<file path="src/include/csf_pkg.sv">
// Constants and types shared by the axis and spindle status-flag block
package csf_pkg;

	// ---------------------------------------------------------------
	// Sizes
	// ---------------------------------------------------------------
	localparam int AXES     = 7;
	localparam int SPINDLES = 2;
	localparam int MAG_W    = 16;
	localparam int CODE_W   = 8;
	localparam int FLAG_W   = 8;

	// ---------------------------------------------------------------
	// Register byte offsets
	// ---------------------------------------------------------------
	localparam logic [7:0] OFF_CTRL       = 8'h00;
	localparam logic [7:0] OFF_MIN_MOVE   = 8'h04;
	localparam logic [7:0] OFF_GANTRY_LIM = 8'h08;
	localparam logic [7:0] OFF_SPD_LOW    = 8'h0C;
	localparam logic [7:0] OFF_SPD_HIGH   = 8'h10;
	localparam logic [7:0] OFF_AXIS_LO    = 8'h14;
	localparam logic [7:0] OFF_AXIS_HI    = 8'h18;
	localparam logic [7:0] OFF_SPINDLE    = 8'h1C;
	localparam logic [7:0] OFF_TOOL_RET   = 8'h20;

	// ---------------------------------------------------------------
	// Field positions and reset values
	// ---------------------------------------------------------------
	localparam int          CTRL_SPIN_SEL_BIT = 0;
	localparam int          CTRL_TOOL_RET_BIT = 12;
	localparam logic [31:0] CTRL_MASK         = 32'h0000_1001;
	localparam logic [31:0] CTRL_RST          = 32'h0000_0000;
	localparam logic [15:0] PARAM_RST         = 16'h0000;
	localparam int          TOOL_STROBE_BIT   = 8;
	localparam logic [15:0] HOME_LOSS_UM      = 16'h000A;
	localparam logic [1:0]  DRIVE_OFF         = 2'h0;

	// ---------------------------------------------------------------
	// Types
	// ---------------------------------------------------------------
	typedef enum logic [2:0] {
		SPM_OFF,
		SPM_CW,
		SPM_CCW,
		SPM_CLOSED,
		SPM_ROTARY
	} csf_spin_mode_t;

	// Raw status of one axis or spindle from the motion core
	typedef struct packed {
		logic       permit;
		logic       dirNeg;
		logic       homeDone;
		logic       homeClr;
		logic [1:0] drive;
		logic       fault;
		logic       inPos;
	} csf_chan_in_t;

	// Flag byte seen by the logic controller, permit in bit 0
	typedef struct packed {
		logic       inPos;
		logic       extB;
		logic       extA;
		logic       driveLo;
		logic       driveHi;
		logic       home;
		logic       dirNeg;
		logic       permit;
	} csf_flags_t;

endpackage

</file>
<file path="src/hw/csf_flag_unit.sv">
// One channel of status flags, updated once per scan
`timescale 1ns/10ps
module csf_flag_unit
(
	input  wire logic                 sys_clk,
	input  wire logic                 rst_n,
	input  wire logic                 scanTick,
	input  wire logic                 update,
	input  wire logic                 present,
	input  wire csf_pkg::csf_chan_in_t chanIn,
	input  wire logic                 extA,
	input  wire logic                 extB,
	output csf_pkg::csf_flags_t       flags
);

	typedef struct packed {
		csf_pkg::csf_flags_t flags;
		logic                pendDone;
		logic                pendClr;
	} csf_unit_state_t;

	csf_unit_state_t st_r;
	csf_unit_state_t st_nxt;

	assign flags = st_r.flags;

	// ---------------------------------------------------------------
	// Next state
	// ---------------------------------------------------------------
	// Home events are held until the scan so none is lost between scans
	always_comb
	begin
		st_nxt = st_r;
		if (chanIn.homeClr || !present)
		begin
			st_nxt.pendClr  = 1'b1;
			st_nxt.pendDone = 1'b0;
		end
		else if (chanIn.homeDone)
		begin
			st_nxt.pendDone = 1'b1;
		end
		if (scanTick && update)
		begin
			st_nxt.pendClr  = 1'b0;
			st_nxt.pendDone = 1'b0;
			if (!present)
			begin
				st_nxt.flags = '0;
			end
			else
			begin
				st_nxt.flags.permit = chanIn.permit;
				st_nxt.flags.dirNeg = chanIn.dirNeg;
				// Clear first; a new completed search is needed after it
				if (st_r.pendClr || chanIn.homeClr)
				begin
					st_nxt.flags.home = 1'b0;
				end
				else if (st_r.pendDone || chanIn.homeDone)
				begin
					st_nxt.flags.home = 1'b1;
				end
				// A drive fault forces the state pair to both low
				{st_nxt.flags.driveHi, st_nxt.flags.driveLo} =
					chanIn.fault ? csf_pkg::DRIVE_OFF : chanIn.drive;
				st_nxt.flags.extA  = extA;
				st_nxt.flags.extB  = extB;
				st_nxt.flags.inPos = chanIn.inPos;
			end
		end
	end

	// ---------------------------------------------------------------
	// State register
	// ---------------------------------------------------------------
	always_ff @(posedge sys_clk)
	begin
		if (!rst_n)
		begin
			st_r <= '0;
		end
		else
		begin
			st_r <= st_nxt;
		end
	end

endmodule

</file>
<file path="src/hw/csf_status_flags.sv">
// Axis and spindle status flags for the logic controller, Wishbone registers
`timescale 1ns/10ps
// Notes on behaviour
// - Strobe goes high when a new tool-return code is placed in its register.
// - Tool-return information is given only while config bit 12 is set.
// - Flags of unconfigured axes always read zero.
// - Axis flag index follows logical order of configured axes, not slot.
// - Axis move-permit flag high lets the axis move; blocks spaced fifty.
// - Axis direction flag high for negative travel, low for positive.
// - Home-done set after search; cleared at reset, operator reset, alarms, losses.
// - A cleared home-done flag returns only after a new home search.
// - Drive-state pair: 00 self-test, 01 bus ready, 10 enabling, 11 running.
// - Drive internal fault forces both drive-state flags low.
// - Gantry flag high when pair difference exceeds the configured limit.
// - Short-move flag high when commanded move is below minimum move.
// - Axis in-position flag high when that axis reached position.
// - Only the selected spindle's flag set is updated.
// - Closed loop: spindle permit high allows motion; direction high negative.
// - Spindle home-done cleared at reset, alarms, closed-to-open switch.
// - Each spindle has its own drive-state pair with axis encoding and fault.
// - Rotary-axis flag high while selected spindle works as rotary axis.
// - CW or CCW mode: speed-ok high when speed within low and high limits.
// - Closed loop: speed-ok high only while the spindle is stopped.
// - Closed loop: spindle in-position high when spindle reached position.
module csf_status_flags
(
	input  wire logic                                     sys_clk,
	input  wire logic                                     rst_n,
	// Wishbone classic slave
	input  wire logic                                     wbCyc,
	input  wire logic                                     wbStb,
	input  wire logic                                     wbWe,
	input  wire logic [31:0]                              wbAdr,
	input  wire logic [3:0]                               wbSel,
	input  wire logic [31:0]                              wbDatW,
	output logic      [31:0]                              wbDatR,
	output logic                                          wbAck,
	// Motion core status
	input  wire logic                                     scanTick,
	input  wire logic                                     operatorReset,
	input  wire logic                                     paramChange,
	input  wire logic [csf_pkg::AXES-1:0]                 axisConfigured,
	input  wire csf_pkg::csf_chan_in_t                    axisIn [csf_pkg::AXES],
	input  wire logic [csf_pkg::MAG_W-1:0]                axisMoveMag [csf_pkg::AXES],
	input  wire logic [csf_pkg::MAG_W-1:0]                axisGantryDiff [csf_pkg::AXES],
	input  wire logic [csf_pkg::MAG_W-1:0]                axisLossUm [csf_pkg::AXES],
	input  wire csf_pkg::csf_chan_in_t                    spindleIn,
	input  wire csf_pkg::csf_spin_mode_t                  spindleMode,
	input  wire logic [csf_pkg::MAG_W-1:0]                spindleSpeed,
	input  wire logic                                     spindleStopped,
	input  wire logic                                     toolReturnValid,
	input  wire logic [csf_pkg::CODE_W-1:0]               toolReturnCode,
	// Flags to the logic controller
	output csf_pkg::csf_flags_t                           axisFlags [csf_pkg::AXES],
	output csf_pkg::csf_flags_t                           spindleFlags [csf_pkg::SPINDLES],
	output logic                                          tool_return_strobe,
	output logic      [csf_pkg::CODE_W-1:0]               tool_return_code_reg
);

	// ---------------------------------------------------------------
	// State
	// ---------------------------------------------------------------
	typedef struct packed {
		logic                            ack;
		logic [31:0]                     datR;
		logic [31:0]                     ctrl;
		logic [15:0]                     min_move_param;
		logic [15:0]                     gantryLimit;
		logic [15:0]                     spdLow;
		logic [15:0]                     spdHigh;
		logic [csf_pkg::CODE_W-1:0]      toolCode;
		logic                            toolStrobe;
		logic                            toolNew;
		csf_pkg::csf_spin_mode_t         prevMode;
	} csf_top_state_t;

	csf_top_state_t st_r;
	csf_top_state_t st_nxt;

	csf_pkg::csf_chan_in_t mapIn [csf_pkg::AXES];
	logic                  mapPresent [csf_pkg::AXES];
	logic                  mapGantry [csf_pkg::AXES];
	logic                  mapShort [csf_pkg::AXES];
	csf_pkg::csf_chan_in_t spinCh;
	logic                  spinRotary;
	logic                  spinSpeedOk;
	logic                  spinSel;
	logic                  closedToOpen;
	logic                  regHit;
	logic [31:0]           rdMux;

	assign wbAck                = st_r.ack;
	assign wbDatR               = st_r.datR;
	assign tool_return_strobe   = st_r.toolStrobe;
	assign tool_return_code_reg = st_r.toolCode;
	assign spinSel              = st_r.ctrl[csf_pkg::CTRL_SPIN_SEL_BIT];

	// Byte-lane write merge
	function automatic logic [31:0] laneMerge(input logic [31:0] oldV,
		input logic [31:0] newV, input logic [3:0] sel);
		logic [31:0] res;
		res = oldV;
		for (int b = 0; b < 4; b++)
		begin
			if (sel[b])
			begin
				res[b*8 +: 8] = newV[b*8 +: 8];
			end
		end
		return res;
	endfunction

	// ---------------------------------------------------------------
	// Axis ordering
	// ---------------------------------------------------------------
	// Configured slots are packed down so index k is the k-th real axis
	always_comb
	begin
		logic [2:0] k;
		logic       lossHit;
		k = 3'h0;
		lossHit = 1'b0;
		for (int i = 0; i < csf_pkg::AXES; i++)
		begin
			mapIn[i]      = '0;
			mapPresent[i] = 1'b0;
			mapGantry[i]  = 1'b0;
			mapShort[i]   = 1'b0;
		end
		for (int s = 0; s < csf_pkg::AXES; s++)
		begin
			if (axisConfigured[s])
			begin
				lossHit = axisLossUm[s] > csf_pkg::HOME_LOSS_UM;
				mapIn[k]         = axisIn[s];
				mapIn[k].homeClr = axisIn[s].homeClr || lossHit
					|| operatorReset || paramChange;
				mapPresent[k]    = 1'b1;
				mapGantry[k]     = axisGantryDiff[s] > st_r.gantryLimit;
				mapShort[k]      = axisMoveMag[s] < st_r.min_move_param;
				k = k + 3'h1;
			end
		end
	end

	// ---------------------------------------------------------------
	// Axis flag units
	// ---------------------------------------------------------------
	// Unconfigured indices get present low and so read zero
	generate
		for (genvar g = 0; g < csf_pkg::AXES; g++)
		begin : gAxis
			csf_flag_unit uAxis
			(
				.sys_clk  (sys_clk),
				.rst_n    (rst_n),
				.scanTick (scanTick),
				.update   (1'b1),
				.present  (mapPresent[g]),
				.chanIn   (mapIn[g]),
				.extA     (mapGantry[g]),
				.extB     (mapShort[g]),
				.flags    (axisFlags[g])
			);
		end
	endgenerate

	// ---------------------------------------------------------------
	// Selected spindle conditioning
	// ---------------------------------------------------------------
	// Permit, direction and in-position only mean something in closed loop
	always_comb
	begin
		closedToOpen   = st_r.prevMode == csf_pkg::SPM_CLOSED
			&& spindleMode != csf_pkg::SPM_CLOSED;
		spinCh         = spindleIn;
		spinCh.permit  = spindleMode == csf_pkg::SPM_CLOSED && spindleIn.permit;
		spinCh.dirNeg  = spindleMode == csf_pkg::SPM_CLOSED && spindleIn.dirNeg;
		spinCh.inPos   = spindleMode == csf_pkg::SPM_CLOSED && spindleIn.inPos;
		spinCh.homeClr = spindleIn.homeClr || operatorReset || closedToOpen;
		spinRotary     = spindleMode == csf_pkg::SPM_ROTARY;
		case (spindleMode)
			csf_pkg::SPM_CW,
			csf_pkg::SPM_CCW:
				spinSpeedOk = spindleSpeed >= st_r.spdLow
					&& spindleSpeed <= st_r.spdHigh;
			csf_pkg::SPM_CLOSED:
				spinSpeedOk = spindleStopped;
			default:
				spinSpeedOk = 1'b0;
		endcase
	end

	// ---------------------------------------------------------------
	// Spindle flag units
	// ---------------------------------------------------------------
	// Events reach only the selected spindle; the other holds its flags
	generate
		for (genvar g = 0; g < csf_pkg::SPINDLES; g++)
		begin : gSpin
			logic                  isSel;
			csf_pkg::csf_chan_in_t chIn;
			assign isSel = spinSel == 1'(g);
			assign chIn  = isSel ? spinCh : '0;
			csf_flag_unit uSpin
			(
				.sys_clk  (sys_clk),
				.rst_n    (rst_n),
				.scanTick (scanTick),
				.update   (isSel),
				.present  (1'b1),
				.chanIn   (chIn),
				.extA     (spinRotary),
				.extB     (spinSpeedOk),
				.flags    (spindleFlags[g])
			);
		end
	endgenerate

	// ---------------------------------------------------------------
	// Register read mux
	// ---------------------------------------------------------------
	// Unmapped addresses answer with zero so the master never hangs
	always_comb
	begin
		regHit = 1'b1;
		rdMux  = 32'h0000_0000;
		if (wbAdr[31:8] != 24'h00_0000)
		begin
			regHit = 1'b0;
		end
		else if (wbAdr[7:0] == csf_pkg::OFF_CTRL)
		begin
			rdMux = st_r.ctrl & csf_pkg::CTRL_MASK;
		end
		else if (wbAdr[7:0] == csf_pkg::OFF_MIN_MOVE)
		begin
			rdMux[15:0] = st_r.min_move_param;
		end
		else if (wbAdr[7:0] == csf_pkg::OFF_GANTRY_LIM)
		begin
			rdMux[15:0] = st_r.gantryLimit;
		end
		else if (wbAdr[7:0] == csf_pkg::OFF_SPD_LOW)
		begin
			rdMux[15:0] = st_r.spdLow;
		end
		else if (wbAdr[7:0] == csf_pkg::OFF_SPD_HIGH)
		begin
			rdMux[15:0] = st_r.spdHigh;
		end
		else if (wbAdr[7:0] == csf_pkg::OFF_AXIS_LO)
		begin
			rdMux = {axisFlags[3], axisFlags[2], axisFlags[1], axisFlags[0]};
		end
		else if (wbAdr[7:0] == csf_pkg::OFF_AXIS_HI)
		begin
			rdMux[23:0] = {axisFlags[6], axisFlags[5], axisFlags[4]};
		end
		else if (wbAdr[7:0] == csf_pkg::OFF_SPINDLE)
		begin
			rdMux[15:0] = {spindleFlags[1], spindleFlags[0]};
		end
		else if (wbAdr[7:0] == csf_pkg::OFF_TOOL_RET)
		begin
			rdMux[csf_pkg::CODE_W-1:0]       = st_r.toolCode;
			rdMux[csf_pkg::TOOL_STROBE_BIT]  = st_r.toolStrobe;
		end
		else
		begin
			regHit = 1'b0;
		end
	end

	// ---------------------------------------------------------------
	// Next state
	// ---------------------------------------------------------------
	always_comb
	begin
		logic req;
		logic wr;
		logic [31:0] mrg;
		mrg             = 32'h0000_0000;
		st_nxt          = st_r;
		st_nxt.prevMode = spindleMode;
		req             = wbCyc && wbStb && !st_r.ack;
		wr              = req && wbWe && regHit;

		// One-cycle ack; a request still held after its ack is answered again every second cycle
		st_nxt.ack  = req;
		st_nxt.datR = req && !wbWe ? rdMux : 32'h0000_0000;
		if (wr && wbAdr[7:0] == csf_pkg::OFF_CTRL)
		begin
			st_nxt.ctrl = laneMerge(st_r.ctrl, wbDatW, wbSel) & csf_pkg::CTRL_MASK;
		end
		if (wr && wbAdr[7:0] == csf_pkg::OFF_MIN_MOVE)
		begin
			mrg = laneMerge({16'h0000, st_r.min_move_param}, wbDatW, wbSel);
			st_nxt.min_move_param = mrg[15:0];
		end
		if (wr && wbAdr[7:0] == csf_pkg::OFF_GANTRY_LIM)
		begin
			mrg = laneMerge({16'h0000, st_r.gantryLimit}, wbDatW, wbSel);
			st_nxt.gantryLimit = mrg[15:0];
		end
		if (wr && wbAdr[7:0] == csf_pkg::OFF_SPD_LOW)
		begin
			mrg = laneMerge({16'h0000, st_r.spdLow}, wbDatW, wbSel);
			st_nxt.spdLow = mrg[15:0];
		end
		if (wr && wbAdr[7:0] == csf_pkg::OFF_SPD_HIGH)
		begin
			mrg = laneMerge({16'h0000, st_r.spdHigh}, wbDatW, wbSel);
			st_nxt.spdHigh = mrg[15:0];
		end

		// Tool return: code caught at once, strobe shown for one full scan
		if (toolReturnValid && st_r.ctrl[csf_pkg::CTRL_TOOL_RET_BIT])
		begin
			st_nxt.toolCode = toolReturnCode;
			st_nxt.toolNew  = 1'b1;
		end
		if (scanTick)
		begin
			st_nxt.toolStrobe = st_r.toolNew;
			// A code arriving on the scan edge itself is kept for the next one
			st_nxt.toolNew    = toolReturnValid
				&& st_r.ctrl[csf_pkg::CTRL_TOOL_RET_BIT];
		end
	end

	// ---------------------------------------------------------------
	// State register
	// ---------------------------------------------------------------
	always_ff @(posedge sys_clk)
	begin
		if (!rst_n)
		begin
			st_r             <= '0;
			st_r.ctrl        <= csf_pkg::CTRL_RST;
			st_r.min_move_param     <= csf_pkg::PARAM_RST;
			st_r.gantryLimit <= csf_pkg::PARAM_RST;
			st_r.spdLow      <= csf_pkg::PARAM_RST;
			st_r.spdHigh     <= csf_pkg::PARAM_RST;
			st_r.prevMode    <= csf_pkg::SPM_OFF;
		end
		else
		begin
			st_r <= st_nxt;
		end
	end

endmodule

</file>
<file path="config.mk">
export PLATFORM = sky130hd
export DESIGN_NAME = csf_status_flags
export DESIGN_NICKNAME = d
export VERILOG_FILES = /design/src/include/csf_pkg.sv /design/src/hw/csf_flag_unit.sv /design/src/hw/csf_status_flags.sv
export SDC_FILE = /design/constraint.sdc
export NUM_CORES = 1
export LEC_CHECK = 0
export BUFFER_PORTS_ARGS = -buffer_cell sky130_fd_sc_hd__buf_4
export CELL_PAD_IN_SITES_DETAIL_PLACEMENT = 1
export CELL_PAD_IN_SITES_GLOBAL_PLACEMENT = 1
export CORE_ASPECT_RATIO = 1.5
export CORE_UTILIZATION = 25
export DETAILED_ROUTE_END_ITERATION = 10
export GPL_TIMING_DRIVEN = 0
export PLACE_DENSITY_LB_ADDON = 0.1
export SETUP_SLACK_MARGIN = 0.2
export SYNTH_ARGS = -nofsm -noshare
export SYNTH_HDL_FRONTEND = slang
export SYNTH_SLANG_ARGS = --single-unit
</file>
<file path="constraint.sdc">
create_clock -name sys_clk -period 5 [get_ports sys_clk]
set_clock_uncertainty 0.05 [all_clocks]
set_input_delay 0.25 -clock sys_clk [delete_from_list [all_inputs] [get_ports sys_clk]]
set_output_delay 0.25 -clock sys_clk [all_outputs]
set_load 0.01 [all_outputs]
</file>
==> results.md, run 1 <==
* Status: finished clean
* Kind of critical path: in -> reg
* FF-to-FF setup slack at roughly 900 ps
* Initial core utilization at 0.254
* P_sw at around 1.8 mW
* Int Pwr at around 3.3 mW
* Most flops, register: st_r
* WL final at between 100000 and 150000 um
* FF+latch count, synth at between 200 and 250
* Lkg Pwr at 10.4 nW
* DRT antenna net count at 0
* Synthesized instance count at around 2400
* Met1 GRT Util at 0.302
* Worst Reg-to-Reg Cells at 10
* IO Port Bufs at ~600
* # Max-Cap Violations at 0
* Period utilization at 0.900
* Worst slew pin tran at between 1000 and 1500 ps
* HPWL after DPL at between 90000 and 100000 um
* WHS Endpoint: st_r[41]
* RSZ-0062 raised after global routing: false
* Share of the synthesized area in the top cell type at 0.222
* WHS at about 27 ps
* Rel. slew slack at 0.103
* Layout Nets at roughly 3800
* Final instance area at 25000 um2
* Worst min path class: in -> reg
* Worst hold start: wbDatW[12]
* Synth-to-layout area growth at 37.7%
* Crit-path max FO at 10
* Cell taking the most area after synthesis: dfxtp_1
* Netlist cell types at 87
* First-pass GRT wire length at between 150000 and 200000 um
* CTS buffer count at 21
* Critical path launch point type: input pin
* Clock sink count at approximately 200
* Core Rows at 120
* Fin worst setup slack at 499 ps
* Logic pwr share at 0.342
* Die Area at ~74000 um2
* CTS tree: yes
* Max VDD drop at ~190 uV
* Grt met3 use at 0.0275
* Grt total ovfl at 0
* Vias in the first global route at between 20000 and 25000
* Pre-CTS WS at -1070 ps
* IO Count at 626
* Final Slew Violations at 0
* Drt pass-1 iters at 5
* Syn Nets at slightly above 3000
* Setup TNS at 0 ps
* Pin count of the biggest net entering global routing at 15
* WHS Path Cells at 3
* Initial antenna violation count at 19
* Reg clk slew, reported paths at 70 ps
* Critical Path AT at 4880 ps
* Die Ht at 332 um
* Min Clock Period, post-route at between 4000 and 5000 ps
* Tot Pwr at 5.11 mW
* Fmax at approximately 220 MHz
* Synth top cells by count: nand2_1, ha_1, dfxtp_1, nor2_1, a21oi_1
* GR peak layer: met2
* Synth Warn # at 0
* Largest cells by area after synthesis: dfxtp_1, ha_1, nand2_1
* Die width at ~220 um
* M2 GR Usage at 0.534
* Area post-placement at ~24000 um2
* Reg-to-reg endpoint: gAxis[4].uAxis.flags[6]
* Final setup violation count at 0
* Post-synthesis sequential area ratio at 0.222
* Share of post-route cells with drive strength above 1 at 0.275
* Core Box Area at ~72000 um2
* Post-synth EDFFs at 0
* DRC viols at 0
* Synthesized area per cell at a little under 8 um2
* Clock latency on the worst-skew pair at 540 ps
* Avg WL per Cell at roughly 27 um
* Clock buffer depth at 3
* GPL Wtd Cong at roughly 0.9
* Via Count at approximately 21000
* Critical Path RT at ~5400 ps
* Gr usage total at 0.281
* Post-Syn Area at ~18000 um2
* Final hold vios at 0
* CP Capture Type: flip-flop
* Cell with the most instances after synthesis: nand2_1
* Sw frac at 0.348
* Top FF cell, synth: dfxtp_1
* Avg Vias per Cell at between 5 and 6
* CTS root buffer: clkbuf_16
* Reg power frac at 0.336
* Depth of the CTS H-tree at 1
* Largest register FFs at a little under 70
* Initial drt markers at about 1100
* Power per cell area at 204 nW/um2
* Worst R2R Start: st_r[63]
* Clock Power Share at 0.322
* Asr flop ratio synth at 0
through the flow:
step	utilization	cells
3_3_place_gp	0.333	3867
6_report	0.350	3962
2_1_floorplan	-	2350
5_1_grt	0.350	3962
4_1_cts	0.349	3943
3_5_place_dp	0.333	3869
cells in the final DEF, fill, tap and decap left out, types with 9 or more instances in the layout:
cell	Yosys	layout
nor2_1	175	175
ha_1	256	254
and2_1	31	30
nor4_1	33	33
a32oi_1	9	9
mux2i_1	9	9
a21oi_1	150	149
a22oi_1	41	41
o211ai_1	13	13
o31ai_1	22	21
inv_1	83	83
diode_2	0	19
a31oi_1	23	22
nor2b_1	30	29
a222oi_1	11	11
dfxtp_1	202	202
a21boi_0	88	88
o21a_1	14	14
nand2_1	320	320
nand4_1	48	48
nand3_1	55	55
buf_4	114	721
a221oi_1	37	36
a21o_1	44	44
mux2_2	11	11
buf_2	22	21
a22o_1	17	17
or3_1	13	13
nand2b_1	13	13
and4_1	10	9
o22ai_1	14	13
clkbuf_1	77	78
a211oi_1	44	43
a221o_1	11	11
clkbuf_16	0	21
nor3_1	60	58
o21ai_0	133	131
dlygate4sd3_1	0	34
cells by family (layout without fill, tap and decap cells):
logic type | after synthesis | in the layout | synth area share
simple gates | 821 | 821 | 0.212
compound gates | 734 | 734 | 0.276
buf+inv | 303 | 981 | 0.0884
fa+ha+maj | 257 | 257 | 0.177
flops | 202 | 202 | 0.222
mux | 22 | 22 | 0.0142
xor+xnor | 11 | 11 | 0.0103
other cells | 0 | 19 | 0
worst max-delay path, cell delays in order:
cell	delay (ps)
buf_4	140
fa_1	770
ha_1	300
nand2_1	60
o31a_1	240
inv_2	120
clkbuf_4	220
ha_2	420
nor2b_2	80
a21oi_1	180
ha_1	180
nand2_1	80
xor2_2	180
xnor2_2	200
and4_2	300
buf_2	210
or4_1	560
a21oi_1	130
nand3_1	130
o311ai_1	110
worst max path at each step:
stage	to	cells after the start	slack, ps	start
after floorplan	gAxis[2].uAxis.flags[3]	23	600	axisConfigured[0]
after global routing	gAxis[1].uAxis.flags[6]	24	220	axisConfigured[0]
after CTS	gAxis[1].uAxis.flags[6]	24	230	axisConfigured[0]
final	gAxis[1].uAxis.flags[6]	20	500	axisConfigured[0]
after detailed placement	gAxis[5].uAxis.flags[3]	24	-1070	axisConfigured[0]
after global placement	gAxis[5].uAxis.flags[3]	24	-1050	axisConfigured[0]
power groups by stage:
stage	clock network (mW)	logic, mW	registers, mW
finish	1.65	1.75	1.72
global route	1.74	1.88	1.72
CTS	1.69	1.73	1.71
detailed placement	0	1.69	1.75
global placement	0	1.64	1.75
floorplan	0	0.857	1.71
layer usage:
layer | up-vias | share of wire
li1 | 9958 | -
met1 | 10233 | 0.38
met2 | 788 | 0.53
met3 | 182 | 0.044
met4 | 0 | 0.051
met5 | - | 0
cell type report:
class,instances,area (um2)
fill,8727,46600
clock buffer,25,561
multi-input combinational,1845,12600
sequential,202,4040
tap,915,1140
clock inverter,12,124
buffer,219,1300
timing repair buffer,641,4900
antenna,19,47.5
inverter,84,315
timing repair:
| action | 4_1_cts | 5_1_grt |
|---|---|---|
| setup buffers | 3 | 0 |
| endpoints found under the setup margin | 69 | 63 |
| hold buffers | 34 | 0 |
| resized for setup | 10 | 10 |
| endpoints found under the hold margin | 83 | 0 |
| pin swaps | 1 | 1 |
(Power assumes the default switching activity.)
==> run 2: changes to the inputs <==
Settings changed: CORE_ASPECT_RATIO 1.5 to default, PLACE_DENSITY from default to 0.58, PLACE_DENSITY_LB_ADDON 0.1 to default, SLEW_MARGIN from default to 20.
==> run 2 against run 1 <==
Sequential power about the same. Utilization is 0.13 points higher. Routed wire length increased by 0.16%. Global-route usage is 0.39 points lower. Maximum frequency decreased by 1.8%. Count of clock-buffer cells in the layout is 3 higher. Worst setup slack got worse by 80 ps. Worst hold slack worse by 6.0 ps. Flip-flop and latch count did not move. Critical path type unchanged. Largest cell class unchanged.
==> results.md, run 2 (synthesis gave the netlist of run 1 again) <==
* Initial core utilization at 0.253
* Critical path launch point type: input pin
* Final Slew Violations at 0
* Die width at between 200 and 300 um
* Kind of critical path: in -> reg
* Initial antenna violation count at 12
* Vias in the first global route at 22133
* Reg clk slew, reported paths at 60 ps
* Core Rows at 98
* Crit-path max FO at 10
* Die Area at 73800 um2
* # Max-Cap Violations at 0
* Final instance area at 25200 um2
* DRT antenna net count at 0
* Grt total ovfl at 0
* Final setup violation count at 0
* Initial drt markers at about 1200
* IO Port Bufs at approximately 600
* Power per cell area at 210 nW/um2
* Via Count at ~21000
* Pin count of the biggest net entering global routing at 14
* WL final at 107000 um
* Commonest cells after routing, fill and taps aside: buf_4, nand2_1, ha_1
* Clock latency on the worst-skew pair at between 500 and 600 ps
* RSZ-0062 raised after global routing: false
* Fmax at 218 MHz
* Clock Power Share at 0.335
* Lkg Pwr at around 10 nW
* Worst slew pin tran at 1190 ps
* Clock buffer depth at 3
* Area post-placement at 23900 um2
* Fill cell count at 8737
* Avg Vias per Cell at between 5 and 6
* Int Pwr at approximately 3.5 mW
* Depth of the CTS H-tree at 1
* Largest register FFs at 69
* P_sw at roughly 1.8 mW
* Layout Nets at 3782
* Final hold vios at 0
* IO Count at ~630
* Avg WL per Cell at approximately 27 um
* CTS tree: yes
* Status: finished clean
* GPL Wtd Cong at 0.970
* Reg power frac at 0.324
* Gr usage total at 0.277
* Register area at just over 4000 um2
* Critical Path RT at 5360 ps
* Sw frac at 0.345
* Clock sink count at just over 200
* Worst Reg-to-Reg Cells at 10
* Setup TNS at 0 ps
* CTS root buffer: clkbuf_16
* Drt pass-1 iters at 5
* Min Clock Period, post-route at 4580 ps
* CP Capture Type: flip-flop
* Die Ht at 272 um
* CTS buffer count at 23
* Core Box Area at a little over 70000 um2
* WHS Path Cells at 3
* First-pass GRT wire length at between 150000 and 200000 um
* Period utilization at 0.916
* Worst min path class: in -> reg
* Synth-to-layout area growth at 38.4%
* Rel. slew slack at 0.207
* Area occupied by multi-input gates at roughly 13000 um2
* Critical Path AT at just under 5000 ps
* Most flops, register: st_r
* Max VDD drop at about 230 uV
* Logic pwr share at 0.341
* DRC viols at 0
* HPWL after DPL at between 90000 and 100000 um
* Most common cell after layout, fill and taps aside: buf_4
* Share of post-route cells with drive strength above 1 at 0.279
run 2: final cells by class:
class                           count  area share
Antenna cell                       14     0.00139
Buffer                            219      0.0515
Clock buffer                       28      0.0244
Clock inverter                     12     0.00582
Inverter                           84      0.0125
Multi-Input combinational cell   1845       0.503
Sequential cell                   202       0.161
Tap cell                          950      0.0472
Timing Repair Buffer              638       0.193
run 2: repair_timing:
action,in CTS,in global routing
hold endpoints to repair,76,0
gates cloned,0,0
hold buffers,28,0
buffers inserted,2,5
endpoints found under the setup margin,60,64
gates resized for setup,12,10
pin swaps,1,3
run 2: path summary, 6_finish.rpt:
| path | slack (ps) | from | endpoint |
|---|---|---|---|
| worst max-delay path | 420 | axisConfigured[0] | gAxis[2].uAxis.flags[6] |
| worst max register to register | 1070 | st_r[63] | gAxis[4].uAxis.flags[6] |
| worst min register to register | 410 | gAxis[6].uAxis.st_r[0] | gAxis[6].uAxis.st_r[0] |
| worst min-delay path | 20 | wbDatW[12] | st_r[41] |
run 2: worst max-delay path, cell delays in order:
cell and delay (ps):
buf_4 140, inv_1 150, ha_4 220, and2_1 200
clkbuf_4 230, nor2_1 70, ha_1 270, nand2_1 60
o31a_1 200, inv_2 80, buf_2 210, ha_1 390
nor2b_2 200, a21oi_1 70, ha_1 280, nand2_1 60
o21ai_0 160, a21o_1 290, and4_1 230, buf_6 140
or3_4 410, nor3_1 530, o31ai_1 110
run 2: per-layer routing:
layer | GRT usage | wire [um] | up-vias
li1 | - | - | 9964
met1 | 0.342 | 45200 | 10416
met2 | 0.483 | 51500 | 837
met3 | 0.0389 | 6070 | 168
met4 | 0.104 | 3920 | 0
met5 | 0 | 0 | -
run 2: stage by stage:
stage | std cells | total power [mW] | util | setup slack [ps] | hold WS, ps
6_report | 3992 | 5.28 | 0.351 | 419 | 21.1
3_5_place_dp | 3903 | 3.46 | 0.334 | -978 | 404
4_1_cts | 3973 | 5.27 | 0.349 | 206 | 3.37
5_1_grt | 3989 | 5.51 | 0.351 | 237 | 18.3
3_3_place_gp | 3902 | 3.41 | 0.333 | -973 | 389
2_1_floorplan | 2350 | 2.57 | - | 595 | 311
run 2: power by group through the flow:
stage / clock network (mW) / logic [mW] / registers (mW)
finish: 1.77 / 1.80 / 1.71
global route: 1.87 / 1.92 / 1.72
CTS: 1.80 / 1.75 / 1.71
detailed placement: 0 / 1.71 / 1.75
global placement: 0 / 1.66 / 1.75
floorplan: 0 / 0.857 / 1.71
